[config.mk]
export PLATFORM = sky130hd
export DESIGN_NAME = pbm_basic_regs
export DESIGN_NICKNAME = d
export VERILOG_FILES = /design/src/hw/pbm_pkg.sv /design/src/hw/pbm_basic_regs.sv /design/src/hw/pbm_mdio_slave.sv
export VERILOG_INCLUDE_DIRS = /design/src /design/src/hw
export SDC_FILE = /design/constraint.sdc
export NUM_CORES = 1
export LEC_CHECK = 0
export ABC_AREA = 1
export ABC_CLOCK_PERIOD_IN_PS = 1900
export BUFFER_PORTS_ARGS = -buffer_cell sky130_fd_sc_hd__buf_2
export CELL_PAD_IN_SITES_DETAIL_PLACEMENT = 0
export CELL_PAD_IN_SITES_GLOBAL_PLACEMENT = 1
export CORE_MARGIN = 1.5
export CORE_UTILIZATION = 45
export DETAILED_ROUTE_END_ITERATION = 7
export PLACE_DENSITY_LB_ADDON = 0.1
export RECOVER_POWER = 100
export SYNTH_ARGS = -nofsm -noshare
export SYNTH_HDL_FRONTEND = slang
export SYNTH_SLANG_ARGS = --single-unit
[constraint.sdc]
create_clock -name i_clk_sys -period 1.9 [get_ports i_clk_sys]
set_clock_uncertainty 0.2 [all_clocks]
set_input_delay 0.38 -clock i_clk_sys [delete_from_list [all_inputs] [get_ports i_clk_sys]]
set_output_delay 0.38 -clock i_clk_sys [all_outputs]
set_load 0.02 [all_outputs]
[src/hw/pbm_regs_map.svh]
`ifndef PBM_REGS_MAP_SVH
`define PBM_REGS_MAP_SVH
// Register addresses (Clause 22 register numbers)
`define PBM_ADDR_CTRL      5'h00
`define PBM_ADDR_STAT      5'h01
`define PBM_ADDR_ID_HIGH   5'h02
// Reset values
`define PBM_CTRL_RESET     16'h1140
`define PBM_STAT_RESET     16'h7949
// Identifier value, arbitrary
`define PBM_ID_HIGH_VALUE  16'h0a5c
// Control bit positions
`define PBM_CTRL_SOFT_RST  15
`define PBM_CTRL_LOOPBACK  14
`define PBM_CTRL_SPD_LOW   13
`define PBM_CTRL_AN_EN     12
`define PBM_CTRL_PWR_DOWN  11
`define PBM_CTRL_DETACH    10
`define PBM_CTRL_AN_RESTART 9
`define PBM_CTRL_DUPLEX    8
`define PBM_CTRL_COL_TEST  7
`define PBM_CTRL_SPD_HIGH  6
// Writable control bits; bits 5:0 are reserved and read as zero
`define PBM_CTRL_WMASK     16'hffc0
// Status bit positions for dynamic flags
`define PBM_STAT_AN_DONE   5
`define PBM_STAT_RFAULT    4
`define PBM_STAT_LINK      2
`define PBM_STAT_JABBER    1
// Fixed part of the status word (dynamic bits cleared)
`define PBM_STAT_FIXED     (16'h7949 & 16'hffc9)
// Soft reset final count; the reset lasts one cycle more than this
`define PBM_SOFT_RST_CYC   4'h8
// Management frame fields
`define PBM_ST             2'b01
`define PBM_OP_WR          2'b01
`define PBM_OP_RD          2'b10
`endif
[src/hw/pbm_pkg.sv]
package pbm_pkg;
	// Operating mode resolved from control bits
	typedef enum logic [1:0] {
		PBM_SPD_10,
		PBM_SPD_100,
		PBM_SPD_1000,
		PBM_SPD_RSVD
	} pbm_speed_t;
	typedef struct packed {
		logic       loopback;
		logic       power_down;
		logic       mac_detach;
		logic       col_test;
		logic       autoneg_enable;
		logic       full_duplex;
		pbm_speed_t speed;
	} pbm_mode_t;
	// Line-side status inputs
	typedef struct packed {
		logic link_up;
		logic remote_fault;
		logic jabber_seen;
		logic autoneg_done;
	} pbm_line_t;
	// One decoded management access
	typedef struct packed {
		logic        wr;
		logic        rd;
		logic [4:0]  reg_addr;
		logic [15:0] wdata;
	} pbm_acc_t;
endpackage

[src/hw/pbm_basic_regs.sv]
`timescale 1ns/1ps
`default_nettype none
`include "pbm_regs_map.svh"
// Function
// RL1: Soft reset restores defaults, then self-clears
// RL2: Loopback returns transmit to receive, COL low; the code still copies transmit enable onto COL when collision test is also set
// RL3: Speed bits 00/01/10 select 10/100/1000
// RL4: Autoneg enable overrides forced speed and duplex
// RL5: Power down stops MAC interface, management stays
// RL6: Detach ignores MAC inputs, floats MAC outputs
// RL7: Restart self-clears; ignored when autoneg off
// RL8: Duplex only forced, 10/100, not loopback
// RL9: Collision test copies transmit enable onto COL
// RL10: Reserved control bits read zero, unwritable
// RL11: Status register ignores writes
// RL12: Fixed ability bits report supported modes
// RL13: Preamble optional bit reads one
// RL14: Autoneg done reads line negotiation state
// RL15: Remote fault latches high until read
// RL16: Link status latches low until read
// RL17: Jabber latches high until read
// RL18: Extended status bit reads one
// RL19: Autoneg and extra-register ability reads one
// RL20: Identifier register is read-only constant
// RL21: Self-clearing bits clear without host write
// RL22: Access over Clause 22 frames, 16-bit registers
// RL23: Latched flags hold until read, then follow
module pbm_basic_regs (
	// Clock and reset
	input  wire logic                  i_clk_sys,
	input  wire logic                  i_rst_n,
	// Management pins
	input  wire logic                  i_mdc,
	input  wire logic                  i_mdio,
	input  wire logic [4:0]            i_phy_addr,
	output logic                       o_mdio,
	output logic                       o_mdio_oe_n,
	// Line-side status and negotiation handshake
	input  wire pbm_pkg::pbm_line_t    i_line,
	input  wire logic                  i_an_started,
	output logic                       o_an_restart,
	output logic                       o_core_reset,
	output pbm_pkg::pbm_mode_t         o_mode,
	// MAC interface
	input  wire logic                  i_tx_en,
	input  wire logic [7:0]            i_txd,
	output logic                       o_rx_dv,
	output logic [7:0]                 o_rxd,
	output logic                       o_col,
	output logic                       o_mac_oe_n,
	output logic                       o_line_tx_en,
	output logic [7:0]                 o_line_txd
);
	pbm_pkg::pbm_acc_t  acc;
	pbm_pkg::pbm_line_t line_s1_q;
	pbm_pkg::pbm_line_t line_q;
	logic [1:0]         tx_en_sync_q;
	logic [7:0]         txd_s1_q;
	logic [7:0]         txd_s2_q;
	logic [15:0]        ctrl_q;
	logic [3:0]         rst_cnt_q;
	logic               rf_lat_q;
	logic               jab_lat_q;
	logic               link_lat_q;
	logic               rd_start;
	logic               stat_read;
	logic [15:0]        stat_word;
	logic [15:0]        rdata;
	logic               mac_live;
	// Serial management slave
	pbm_mdio_slave u_mdio (
		.i_clk_sys  (i_clk_sys),
		.i_rst_n    (i_rst_n),
		.i_mdc      (i_mdc),
		.i_mdio     (i_mdio),
		.i_phy_addr (i_phy_addr),
		.o_mdio     (o_mdio),
		.o_mdio_oe_n(o_mdio_oe_n),
		.o_acc      (acc),
		.o_rd_start (rd_start),
		.i_rdata    (rdata)
	); // RL22
	// Resolve speed from the two select bits
	function automatic pbm_pkg::pbm_speed_t spd_decode(input logic hi, input logic lo);
		unique case ({hi, lo})
			2'b00:   spd_decode = pbm_pkg::PBM_SPD_10;
			2'b01:   spd_decode = pbm_pkg::PBM_SPD_100;
			2'b10:   spd_decode = pbm_pkg::PBM_SPD_1000;
			default: spd_decode = pbm_pkg::PBM_SPD_RSVD;
		endcase
	endfunction
	// Synchronise line status, transmit enable and transmit data
	always_ff @(posedge i_clk_sys or negedge i_rst_n) begin
		if (!i_rst_n) begin
			line_s1_q    <= '0;
			line_q       <= '0;
			tx_en_sync_q <= 2'h0;
			txd_s1_q     <= 8'h0;
			txd_s2_q     <= 8'h0;
		end else begin
			line_s1_q    <= i_line;
			line_q       <= line_s1_q;
			tx_en_sync_q <= {tx_en_sync_q[0], i_tx_en};
			txd_s1_q     <= i_txd;
			txd_s2_q     <= txd_s1_q;
		end
	end
	assign stat_read = rd_start && (acc.reg_addr == `PBM_ADDR_STAT);
	// Control register with self-clearing reset and restart
	always_ff @(posedge i_clk_sys or negedge i_rst_n) begin
		if (!i_rst_n) begin
			ctrl_q    <= `PBM_CTRL_RESET;
			rst_cnt_q <= 4'h0;
		end else if (ctrl_q[`PBM_CTRL_SOFT_RST]) begin
			rst_cnt_q <= rst_cnt_q + 4'h1;
			if (rst_cnt_q == `PBM_SOFT_RST_CYC) begin
				ctrl_q    <= `PBM_CTRL_RESET; // RL1 RL21
				rst_cnt_q <= 4'h0;
			end
		end else begin
			if (acc.wr && acc.reg_addr == `PBM_ADDR_CTRL) begin
				ctrl_q <= acc.wdata & `PBM_CTRL_WMASK; // RL10
				if (!acc.wdata[`PBM_CTRL_AN_EN]) begin
					ctrl_q[`PBM_CTRL_AN_RESTART] <= 1'b0; // RL7
				end
			end else if (i_an_started) begin
				ctrl_q[`PBM_CTRL_AN_RESTART] <= 1'b0; // RL7 RL21
			end
		end
	end
	assign o_core_reset = ctrl_q[`PBM_CTRL_SOFT_RST]; // RL1
	assign o_an_restart = ctrl_q[`PBM_CTRL_AN_RESTART] & ctrl_q[`PBM_CTRL_AN_EN];
	// Latched status flags; an event in the read cycle wins
	always_ff @(posedge i_clk_sys or negedge i_rst_n) begin
		if (!i_rst_n) begin
			rf_lat_q   <= 1'b0;
			jab_lat_q  <= 1'b0;
			link_lat_q <= 1'b0;
		end else begin
			rf_lat_q   <= line_q.remote_fault | (rf_lat_q & ~stat_read); // RL15 RL23
			jab_lat_q  <= line_q.jabber_seen | (jab_lat_q & ~stat_read); // RL17 RL23
			link_lat_q <= line_q.link_up & (link_lat_q | stat_read); // RL16 RL23
		end
	end
	// Status word: fixed abilities plus dynamic bits
	always_comb begin
		stat_word = `PBM_STAT_FIXED; // RL12 RL13 RL18 RL19
		stat_word[`PBM_STAT_AN_DONE] = line_q.autoneg_done; // RL14
		stat_word[`PBM_STAT_RFAULT]  = rf_lat_q;
		stat_word[`PBM_STAT_LINK]    = link_lat_q;
		stat_word[`PBM_STAT_JABBER]  = jab_lat_q;
	end
	// Read multiplexer; status and identifier have no write path
	always_comb begin
		unique case (acc.reg_addr)
			`PBM_ADDR_CTRL:    rdata = ctrl_q;
			`PBM_ADDR_STAT:    rdata = stat_word; // RL11
			`PBM_ADDR_ID_HIGH: rdata = `PBM_ID_HIGH_VALUE; // RL20
			default:           rdata = 16'h0;
		endcase
	end
	// Operating mode resolution
	always_comb begin
		o_mode.loopback       = ctrl_q[`PBM_CTRL_LOOPBACK];
		o_mode.power_down     = ctrl_q[`PBM_CTRL_PWR_DOWN];
		o_mode.mac_detach     = ctrl_q[`PBM_CTRL_DETACH];
		o_mode.col_test       = ctrl_q[`PBM_CTRL_COL_TEST];
		o_mode.autoneg_enable = ctrl_q[`PBM_CTRL_AN_EN];
		o_mode.speed          = ctrl_q[`PBM_CTRL_AN_EN] ? pbm_pkg::PBM_SPD_1000 :
			spd_decode(ctrl_q[`PBM_CTRL_SPD_HIGH], ctrl_q[`PBM_CTRL_SPD_LOW]); // RL3 RL4
		o_mode.full_duplex    = (ctrl_q[`PBM_CTRL_AN_EN] || ctrl_q[`PBM_CTRL_LOOPBACK] ||
			o_mode.speed == pbm_pkg::PBM_SPD_1000) ? 1'b1 : ctrl_q[`PBM_CTRL_DUPLEX]; // RL8 RL4
	end
	assign mac_live = ~ctrl_q[`PBM_CTRL_PWR_DOWN] & ~ctrl_q[`PBM_CTRL_DETACH] & ~ctrl_q[`PBM_CTRL_SOFT_RST];
	// MAC datapath: loopback, line transmit, collision test
	always_ff @(posedge i_clk_sys or negedge i_rst_n) begin
		if (!i_rst_n) begin
			o_rx_dv      <= 1'b0;
			o_rxd        <= 8'h0;
			o_col        <= 1'b0;
			o_line_tx_en <= 1'b0;
			o_line_txd   <= 8'h0;
		end else begin
			o_rx_dv      <= mac_live & ctrl_q[`PBM_CTRL_LOOPBACK] & tx_en_sync_q[1]; // RL2 RL5 RL6
			o_rxd        <= (mac_live & ctrl_q[`PBM_CTRL_LOOPBACK]) ? txd_s2_q : 8'h0; // RL2
			o_line_tx_en <= mac_live & ~ctrl_q[`PBM_CTRL_LOOPBACK] & tx_en_sync_q[1]; // RL2 RL5
			o_line_txd   <= (mac_live & ~ctrl_q[`PBM_CTRL_LOOPBACK]) ? txd_s2_q : 8'h0;
			o_col        <= mac_live & ctrl_q[`PBM_CTRL_COL_TEST] & tx_en_sync_q[1]; // RL9
		end
	end
	assign o_mac_oe_n = ~mac_live; // RL6 RL5
endmodule
`default_nettype wire

[src/hw/pbm_mdio_slave.sv]
`timescale 1ns/1ps
`default_nettype none
`include "pbm_regs_map.svh"
// Clause 22 serial slave; samples the management clock with the system clock
module pbm_mdio_slave (
	// Clock and reset
	input  wire logic             i_clk_sys,
	input  wire logic             i_rst_n,
	// Pins
	input  wire logic             i_mdc,
	input  wire logic             i_mdio,
	input  wire logic [4:0]       i_phy_addr,
	output logic                  o_mdio,
	output logic                  o_mdio_oe_n,
	// Register side
	output pbm_pkg::pbm_acc_t     o_acc,
	output logic                  o_rd_start,
	input  wire logic [15:0]      i_rdata
);
	typedef enum logic [2:0] {PBM_IDLE, PBM_HDR, PBM_TA, PBM_WDATA, PBM_RDATA} pbm_mst_t;
	logic [1:0]  mdc_sync_q;
	logic [1:0]  dio_sync_q;
	logic        mdc_last_q;
	pbm_mst_t    st_q;
	logic [5:0]  cnt_q;
	logic [15:0] sh_q;
	logic        mine_q;
	logic        rd_q;
	logic [4:0]  ra_q;
	logic [15:0] rsh_q;
	logic        rise;
	logic        fall;
	// Two-stage synchronisers for clock and data pins
	always_ff @(posedge i_clk_sys or negedge i_rst_n) begin
		if (!i_rst_n) begin
			mdc_sync_q <= 2'h0;
			dio_sync_q <= 2'h3;
			mdc_last_q <= 1'b0;
		end else begin
			mdc_sync_q <= {mdc_sync_q[0], i_mdc};
			dio_sync_q <= {dio_sync_q[0], i_mdio};
			mdc_last_q <= mdc_sync_q[1];
		end
	end
	assign rise = mdc_sync_q[1] & ~mdc_last_q;
	assign fall = ~mdc_sync_q[1] & mdc_last_q;
	// Frame state machine; preamble is optional, a 0 then 1 starts a frame
	always_ff @(posedge i_clk_sys or negedge i_rst_n) begin
		if (!i_rst_n) begin
			st_q   <= PBM_IDLE;
			cnt_q  <= 6'h0;
			sh_q   <= 16'hffff; // Idle line reads high, so no false start bit
			mine_q <= 1'b0;
			rd_q   <= 1'b0;
			ra_q   <= 5'h0;
			o_acc  <= '0;
		end else begin
			o_acc.wr <= 1'b0;
			o_acc.rd <= 1'b0;
			if (rise) begin
				sh_q <= {sh_q[14:0], dio_sync_q[1]};
				unique case (st_q)
					PBM_IDLE: begin
						if ({sh_q[0], dio_sync_q[1]} == `PBM_ST) begin
							st_q  <= PBM_HDR;
							cnt_q <= 6'h0;
						end
					end
					PBM_HDR: begin
						cnt_q <= cnt_q + 6'h1;
						if (cnt_q == 6'hb) begin
							mine_q <= (sh_q[8:4] == i_phy_addr);
							rd_q   <= (sh_q[10:9] == `PBM_OP_RD);
							ra_q   <= {sh_q[3:0], dio_sync_q[1]};
							st_q   <= PBM_TA;
							cnt_q  <= 6'h0;
						end
					end
					PBM_TA: begin
						cnt_q <= cnt_q + 6'h1;
						if (cnt_q == 6'h1) begin
							st_q  <= rd_q ? PBM_RDATA : PBM_WDATA;
							cnt_q <= 6'h0;
						end
					end
					PBM_WDATA: begin
						cnt_q <= cnt_q + 6'h1;
						if (cnt_q == 6'hf) begin
							o_acc.wr       <= mine_q;
							o_acc.reg_addr <= ra_q;
							o_acc.wdata    <= {sh_q[14:0], dio_sync_q[1]};
							st_q           <= PBM_IDLE;
							sh_q           <= 16'hffff;
						end
					end
					PBM_RDATA: begin
						cnt_q <= cnt_q + 6'h1;
						if (cnt_q == 6'hf) begin
							st_q <= PBM_IDLE;
							sh_q <= 16'hffff;
						end
					end
					default: st_q <= PBM_IDLE;
				endcase
			end
			if (rise && st_q == PBM_TA && cnt_q == 6'h0 && rd_q && mine_q) begin
				o_acc.rd       <= 1'b1;
				o_acc.reg_addr <= ra_q;
			end
		end
	end
	assign o_rd_start = o_acc.rd;
	// Read data shifted out on falling clock edges
	always_ff @(posedge i_clk_sys or negedge i_rst_n) begin
		if (!i_rst_n) begin
			rsh_q       <= 16'h0;
			o_mdio      <= 1'b1;
			o_mdio_oe_n <= 1'b1;
		end else begin
			if (o_acc.rd) begin
				rsh_q <= i_rdata;
			end
			if (fall) begin
				if (st_q == PBM_TA && cnt_q == 6'h1 && mine_q && rd_q) begin
					o_mdio      <= 1'b0;
					o_mdio_oe_n <= 1'b0;
				end else if (st_q == PBM_RDATA && mine_q) begin
					o_mdio      <= rsh_q[15];
					rsh_q       <= {rsh_q[14:0], 1'b0};
					o_mdio_oe_n <= 1'b0;
				end else begin
					o_mdio_oe_n <= 1'b1;
				end
			end
		end
	end
endmodule
`default_nettype wire

# ---- Word-level counts from Yosys, hierarchy flattened
# Index checks and enable logic that the tools add are counted.
dict set report op_classes {
  n_bitwise 25
  n_reduce_logical 32
  shifts 0
  n_mux 41
  multipliers 0
  n_addsub 2
  n_eq_ne 21
  n_div 0
  order_cmp 0
}
# operator n
set op_table {}
lappend op_table {{16-bit two-way mux} 6}
lappend op_table {{21-bit two-way mux} 3}
lappend op_table {{16-bit case mux with 3 select lines} 1}
lappend op_table {{15-bit two-way mux} 2}
lappend op_table {{6-bit two-way mux} 5}
lappend op_table {{6-bit case mux with 4 select lines} 1}
lappend op_table {{8-bit two-way mux} 2}
lappend op_table {{3-bit two-way mux} 5}
lappend op_table {{1-bit bitwise AND} 14}
lappend op_table {{6-bit by 4-bit equality test with 1-bit output, second input constant} 2}
lappend op_table {{3-bit case mux with 4 select lines} 1}
lappend op_table {{3-bit AND reduction} 4}
lappend op_table {{1-bit two-way mux} 11}
lappend op_table {{1-bit logical AND} 10}
lappend op_table {{2-bit by 1-bit != test with 1-bit output, second input constant} 5}
lappend op_table {{2-bit nonzero test} 5}
lappend op_table {{9-bit two-way mux} 1}
lappend op_table {{1-bit NOT} 8}
lappend op_table {{6-bit by 1-bit adder with 6-bit output, second input constant} 1}
lappend op_table {{2-bit equality test, second input constant} 3}
lappend op_table {{3-bit by 2-bit equality test with 1-bit output, second input constant} 2}
lappend op_table {{6-bit by 1-bit equality test with 1-bit output, second input constant} 1}
lappend op_table {{6-bit zero test} 1}
lappend op_table {{2-bit case mux with 3 select lines} 1}
lappend op_table {{other kinds (20)} 26}
dict set report totals {
  reg_bits 145
  latchBits 0
  out_inout_bits 32
  romBits 0
  mem_count 0
  inputBits 23
  elab_cells 160
  ram_bits 0
}

# ---- Depth between registers and ports, before layout
dict set report depth {
  ltp_word 8
  mapped_depth 10
  depth_no_buf 9
}

# ---- By module
# Synthesis repeated with hierarchy kept, for this count alone.
dict set report hier_totals {
  hier_cells 616
  area_unflattened_um2 5758.0
}
# module area_each_um2 cells_each seq_area_each_um2 instances
set modules_own_cells {}
lappend modules_own_cells {pbm_mdio_slave 3440.8 398 1950.6 1}
lappend modules_own_cells {pbm_basic_regs 2317.2 218 1555.2 1}

# ---- Worst setup path after synthesis
# Ideal clock, no wire load.
dict set report synth_timing {
  path_type {register to register}
  startpoint {register u_mdio.cnt_q[0]}
  endpoint {register u_mdio.st_q[0]}
  setup_time_ns 0.117
  path_stages_with_launch 9
  required_ns 1.583
  path_slack_ns 0.233
  arrival_ns 1.349
  n_path_buf 0
  synth_period_minus_slack_ns 1.667
  path_cell_list {dfrtp_1 ha_1 nand3_2 nor2_4 nor2_1 nor2_1 nand2_2 nand2_1 nand2_1}
}
dict set report synth_via {
  elab_chain_len 3
  elab_cells_between_ends 7
  classes_between {6 x eq/ne; 1 x reduce/logical}
}
# element line
set synth_rtl {}
lappend synth_rtl {{start: declaration} pbm_mdio_slave.sv:25} ;# logic [5:0] cnt_q;
lappend synth_rtl {{start signal: assignment} pbm_mdio_slave.sv:70} ;# cnt_q <= cnt_q + 6'h1;
lappend synth_rtl {{start signal: assignment} pbm_mdio_slave.sv:80} ;# cnt_q <= cnt_q + 6'h1;
lappend synth_rtl {{start signal: assignment} pbm_mdio_slave.sv:87} ;# cnt_q <= cnt_q + 6'h1;
lappend synth_rtl {{6-bit by 1-bit equality test with 1-bit output, or another cell as far along} pbm_mdio_slave.sv:81} ;# if (cnt_q == 6'h1) begin
lappend synth_rtl {{2-bit by 1-bit != test with 1-bit output (no source line)} -}
lappend synth_rtl {{5-bit AND reduction (no source line) *} -}
lappend synth_rtl {{end signal: assignment} pbm_mdio_slave.sv:82} ;# st_q <= rd_q ? PBM_RDATA : PBM_WDATA;
lappend synth_rtl {{end: declaration} pbm_mdio_slave.sv:24} ;# pbm_mst_t st_q;
# Every way passes the cells marked *; elsewhere a longest branch is shown, timed or not.
# A chain may end at the register's enable or synchronous reset.

==> out/results.ini <==
[finish]
drive_above_1_share_pct=19.4
fin_nets=722
syn2layout_area_growth_pct=22.4
final_area_mm2=0.00684
insertedDiodeCount=0
post-route-util_pct=56.7

[cts]
clockBufferDepth=2
cts_tree=built
clock-root-buffer=clkbuf_16
cts_buffers=17
clk_pin_slew_ns=0.05
htree_levels=4
clock_latency_ns=0.42
clock_sinks=133

[place]
dpl.hpwl_um=8430
placed_area_mm2=0.00609
port_buffers=54
place.gp.congestion=0.830

[worst_hold_path]
hold_depth=6
hp-class=in -> reg
hp-start=i_an_started
holdPathEnd=ctrl_q[9]

[timing]
worstMarginPinSlew_ns=0.970
hold_viol=0
finalCriticalPeriod_ns=1.91
setup_tns_ns=-0.0123
final_max_slew_viol_count=0
final-setup-viol-count=1
clock.fmax_mhz=523
slew_headroom_pct=35.4
hold_ws_ns=0.0857
layout_setup_ws_ns=-0.0123
fin_crit_sh_pct=101
rsz0062_at_grt=yes

[critical_path]
worstPathRequired_ns=1.32
crit_type=reg -> out
crit_fanout=3
reg2reg_to=u_mdio.o_acc[18]
r2r_slack_ns=0.07
reg2reg_depth=8
worst_setup_path_start_kind=flip-flop
rr_startpoint=u_mdio.st_q[2]
end_kind=output port
cp.arrival_ns=1.33

[route]
dr.pass1.iters=4
viasPerCell=4.68
vias=4094
postRouteAntennaNets=0
drt-initial-drc-count=296
wl_um=12200
routedWlPerCell_um=13.9
route.detailed.drc=0

[pwr]
power_density_mw_per_mm2=1040
power_leakage_nw=3.59
vdd_drop_max_uv=970

[synth]
yosys.area.top_type=dfrtp_1
synth-edff-count=0
synth_top_area_share_pct=49.8
yosys_warnings=0
synthFlopType=dfrtp_1
ys_ff_latch=133
synth_area_leaders=dfrtp_1, dfstp_2, nand2_1, inv_1, nor2_1
syn_nets=628
ys_types=39
synthesis.area_mm2=0.00558
syn_inst=600
synth_seq_area_share_pct=60.1
async_flop_share_pct=100
avgSynthCellArea_um2=9.30

[global_route]
grt_antenna_before_repair=0
grt_pass1_vias=4192
grt_use_total_pct=20.7
grt.overflow.total=0
grt_pass1_wl_um=20300
grt_max_degree=42

[die]
die_area_mm2=0.0131
fp-row-count=40
die_w_um=114
die_h_um=114
boundaryPins=55
coreArea_mm2=0.0121
start_util_pct=46.3

[run]
drv_cap=0

[status]
outcome=finished with violations
violations=setup timing

[per-layer routing]
metal	GRT usage [%]	up-vias	share of wire [%]
li1	-	2075	-
met1	26.5	1964	48
met2	33.5	43	48
met3	5.93	12	2.8
met4	8.17	0	1.1
met5	0	-	0
[cell usage in the layout, fill, tap and decap left out, types with 6 or more instances in the layout]
| master | n |
|---|---|
| a21oi_1 | 6 |
| a31oi_1 | 14 |
| buf_2 | 22 |
| buf_4 | 18 |
| clkbuf_1 | 32 |
| clkbuf_16 | 17 |
| dfrtp_1 | 109 |
| dfstp_2 | 22 |
| dlygate4sd3_1 | 16 |
| inv_1 | 72 |
| inv_2 | 8 |
| nand2_1 | 144 |
| nand3_1 | 48 |
| nor2_1 | 65 |
| o21ai_0 | 31 |
[sequential cells by signal, summed over array words and instances, names as in the netlist, 3 cells and up]
| signal | cells |
|---|---|
| line_s1_q | 4 |
| txd_s1_q | 8 |
| u_mdio.ra_q | 5 |
| line_q | 4 |
| u_mdio.cnt_q | 6 |
| u_mdio.rsh_q | 16 |
| o_line_txd | 8 |
| rst_cnt_q | 4 |
| u_mdio.o_acc | 16 |
| u_mdio.sh_q | 15 |
| u_mdio.st_q | 3 |
| ctrl_q | 10 |
| txd_s2_q | 8 |
| o_rxd | 8 |
[worst max path at each step]
stage,startpoint,endpoint,depth (start not counted)
2_1_floorplan,u_mdio.cnt_q[0],u_mdio.st_q[0],8
3_3_place_gp,u_mdio.st_q[2],u_mdio.o_acc[17],8
3_5_place_dp,u_mdio.st_q[1],u_mdio.o_acc[17],8
4_1_cts,ctrl_q[6],o_mode[2],3
5_1_grt,ctrl_q[6],o_mode[2],3
6_report,ctrl_q[6],o_mode[2],3
[Yosys cell counts, types with 3 or more instances]
library cell	number
a21oi_1	6
a31oi_1	14
buf_2	7
buf_4	7
buf_6	3
dfrtp_1	111
dfstp_2	22
ha_1	5
inv_1	75
inv_2	5
nand2_1	143
nand2_2	5
nand3_1	47
nand3_2	3
nand3b_1	4
nand4_1	5
nor2_1	64
nor2_2	6
nor3_1	4
o21ai_0	31
o21ai_1	3
o21ai_2	3
or2_2	4
xnor2_1	3
[stage by stage]
step           total power, mW  worst slack, ns  instances
2_1_floorplan             3.71            0.233        600
3_3_place_gp              3.97           0.0550        819
3_5_place_dp              3.99           0.0844        819
4_1_cts                   7.22          -0.0314        872
5_1_grt                   7.45          -0.0615        875
6_report                  7.12          -0.0123        875
[logic make-up (layout without fill, tap and decap cells)]
group | after synthesis | count (layout) | synth area share, %
flops | 133 | 133 | 60.1
compound gates | 65 | 65 | 6.79
xor+xnor | 5 | 5 | 0.785
buf+inv | 100 | 207 | 7.78
fa+ha+maj | 5 | 5 | 1.12
simple gates | 292 | 292 | 23.4
[worst max-delay path, stage by stage, from the launching register on]
cell and delay [ns]:
dfstp_2 0.53, inv_2 0.04, o211ai_1 0.17, buf_4 0.17
[layout make-up]
| class | count | area (µm²) |
|---|---|---|
| clock inverter | 9 | 101 |
| inverter | 80 | 300 |
| multi-input combinational | 367 | 1790 |
| tap | 168 | 210 |
| sequential | 133 | 3360 |
| clock buffer | 23 | 478 |
| fill | 1059 | 5230 |
| timing repair buffer | 95 | 596 |
[timing repair]
action / in CTS / in global routing
resized for setup: 6 / 10
hold buffers: 16 / 0
hold endpoints to repair: 58 / 0
setup endpoints to repair: 4 / 14
buffers inserted: 5 / 3
pin swaps: 2 / 1
[power by group]
| group | internal, mW | switching [mW] |
|---|---|---|
| Sequential | 3.04 | 0.139 |
| Clock | 2.02 | 1.15 |
| Combinational | 0.265 | 0.500 |
(Power assumes the default switching activity.)
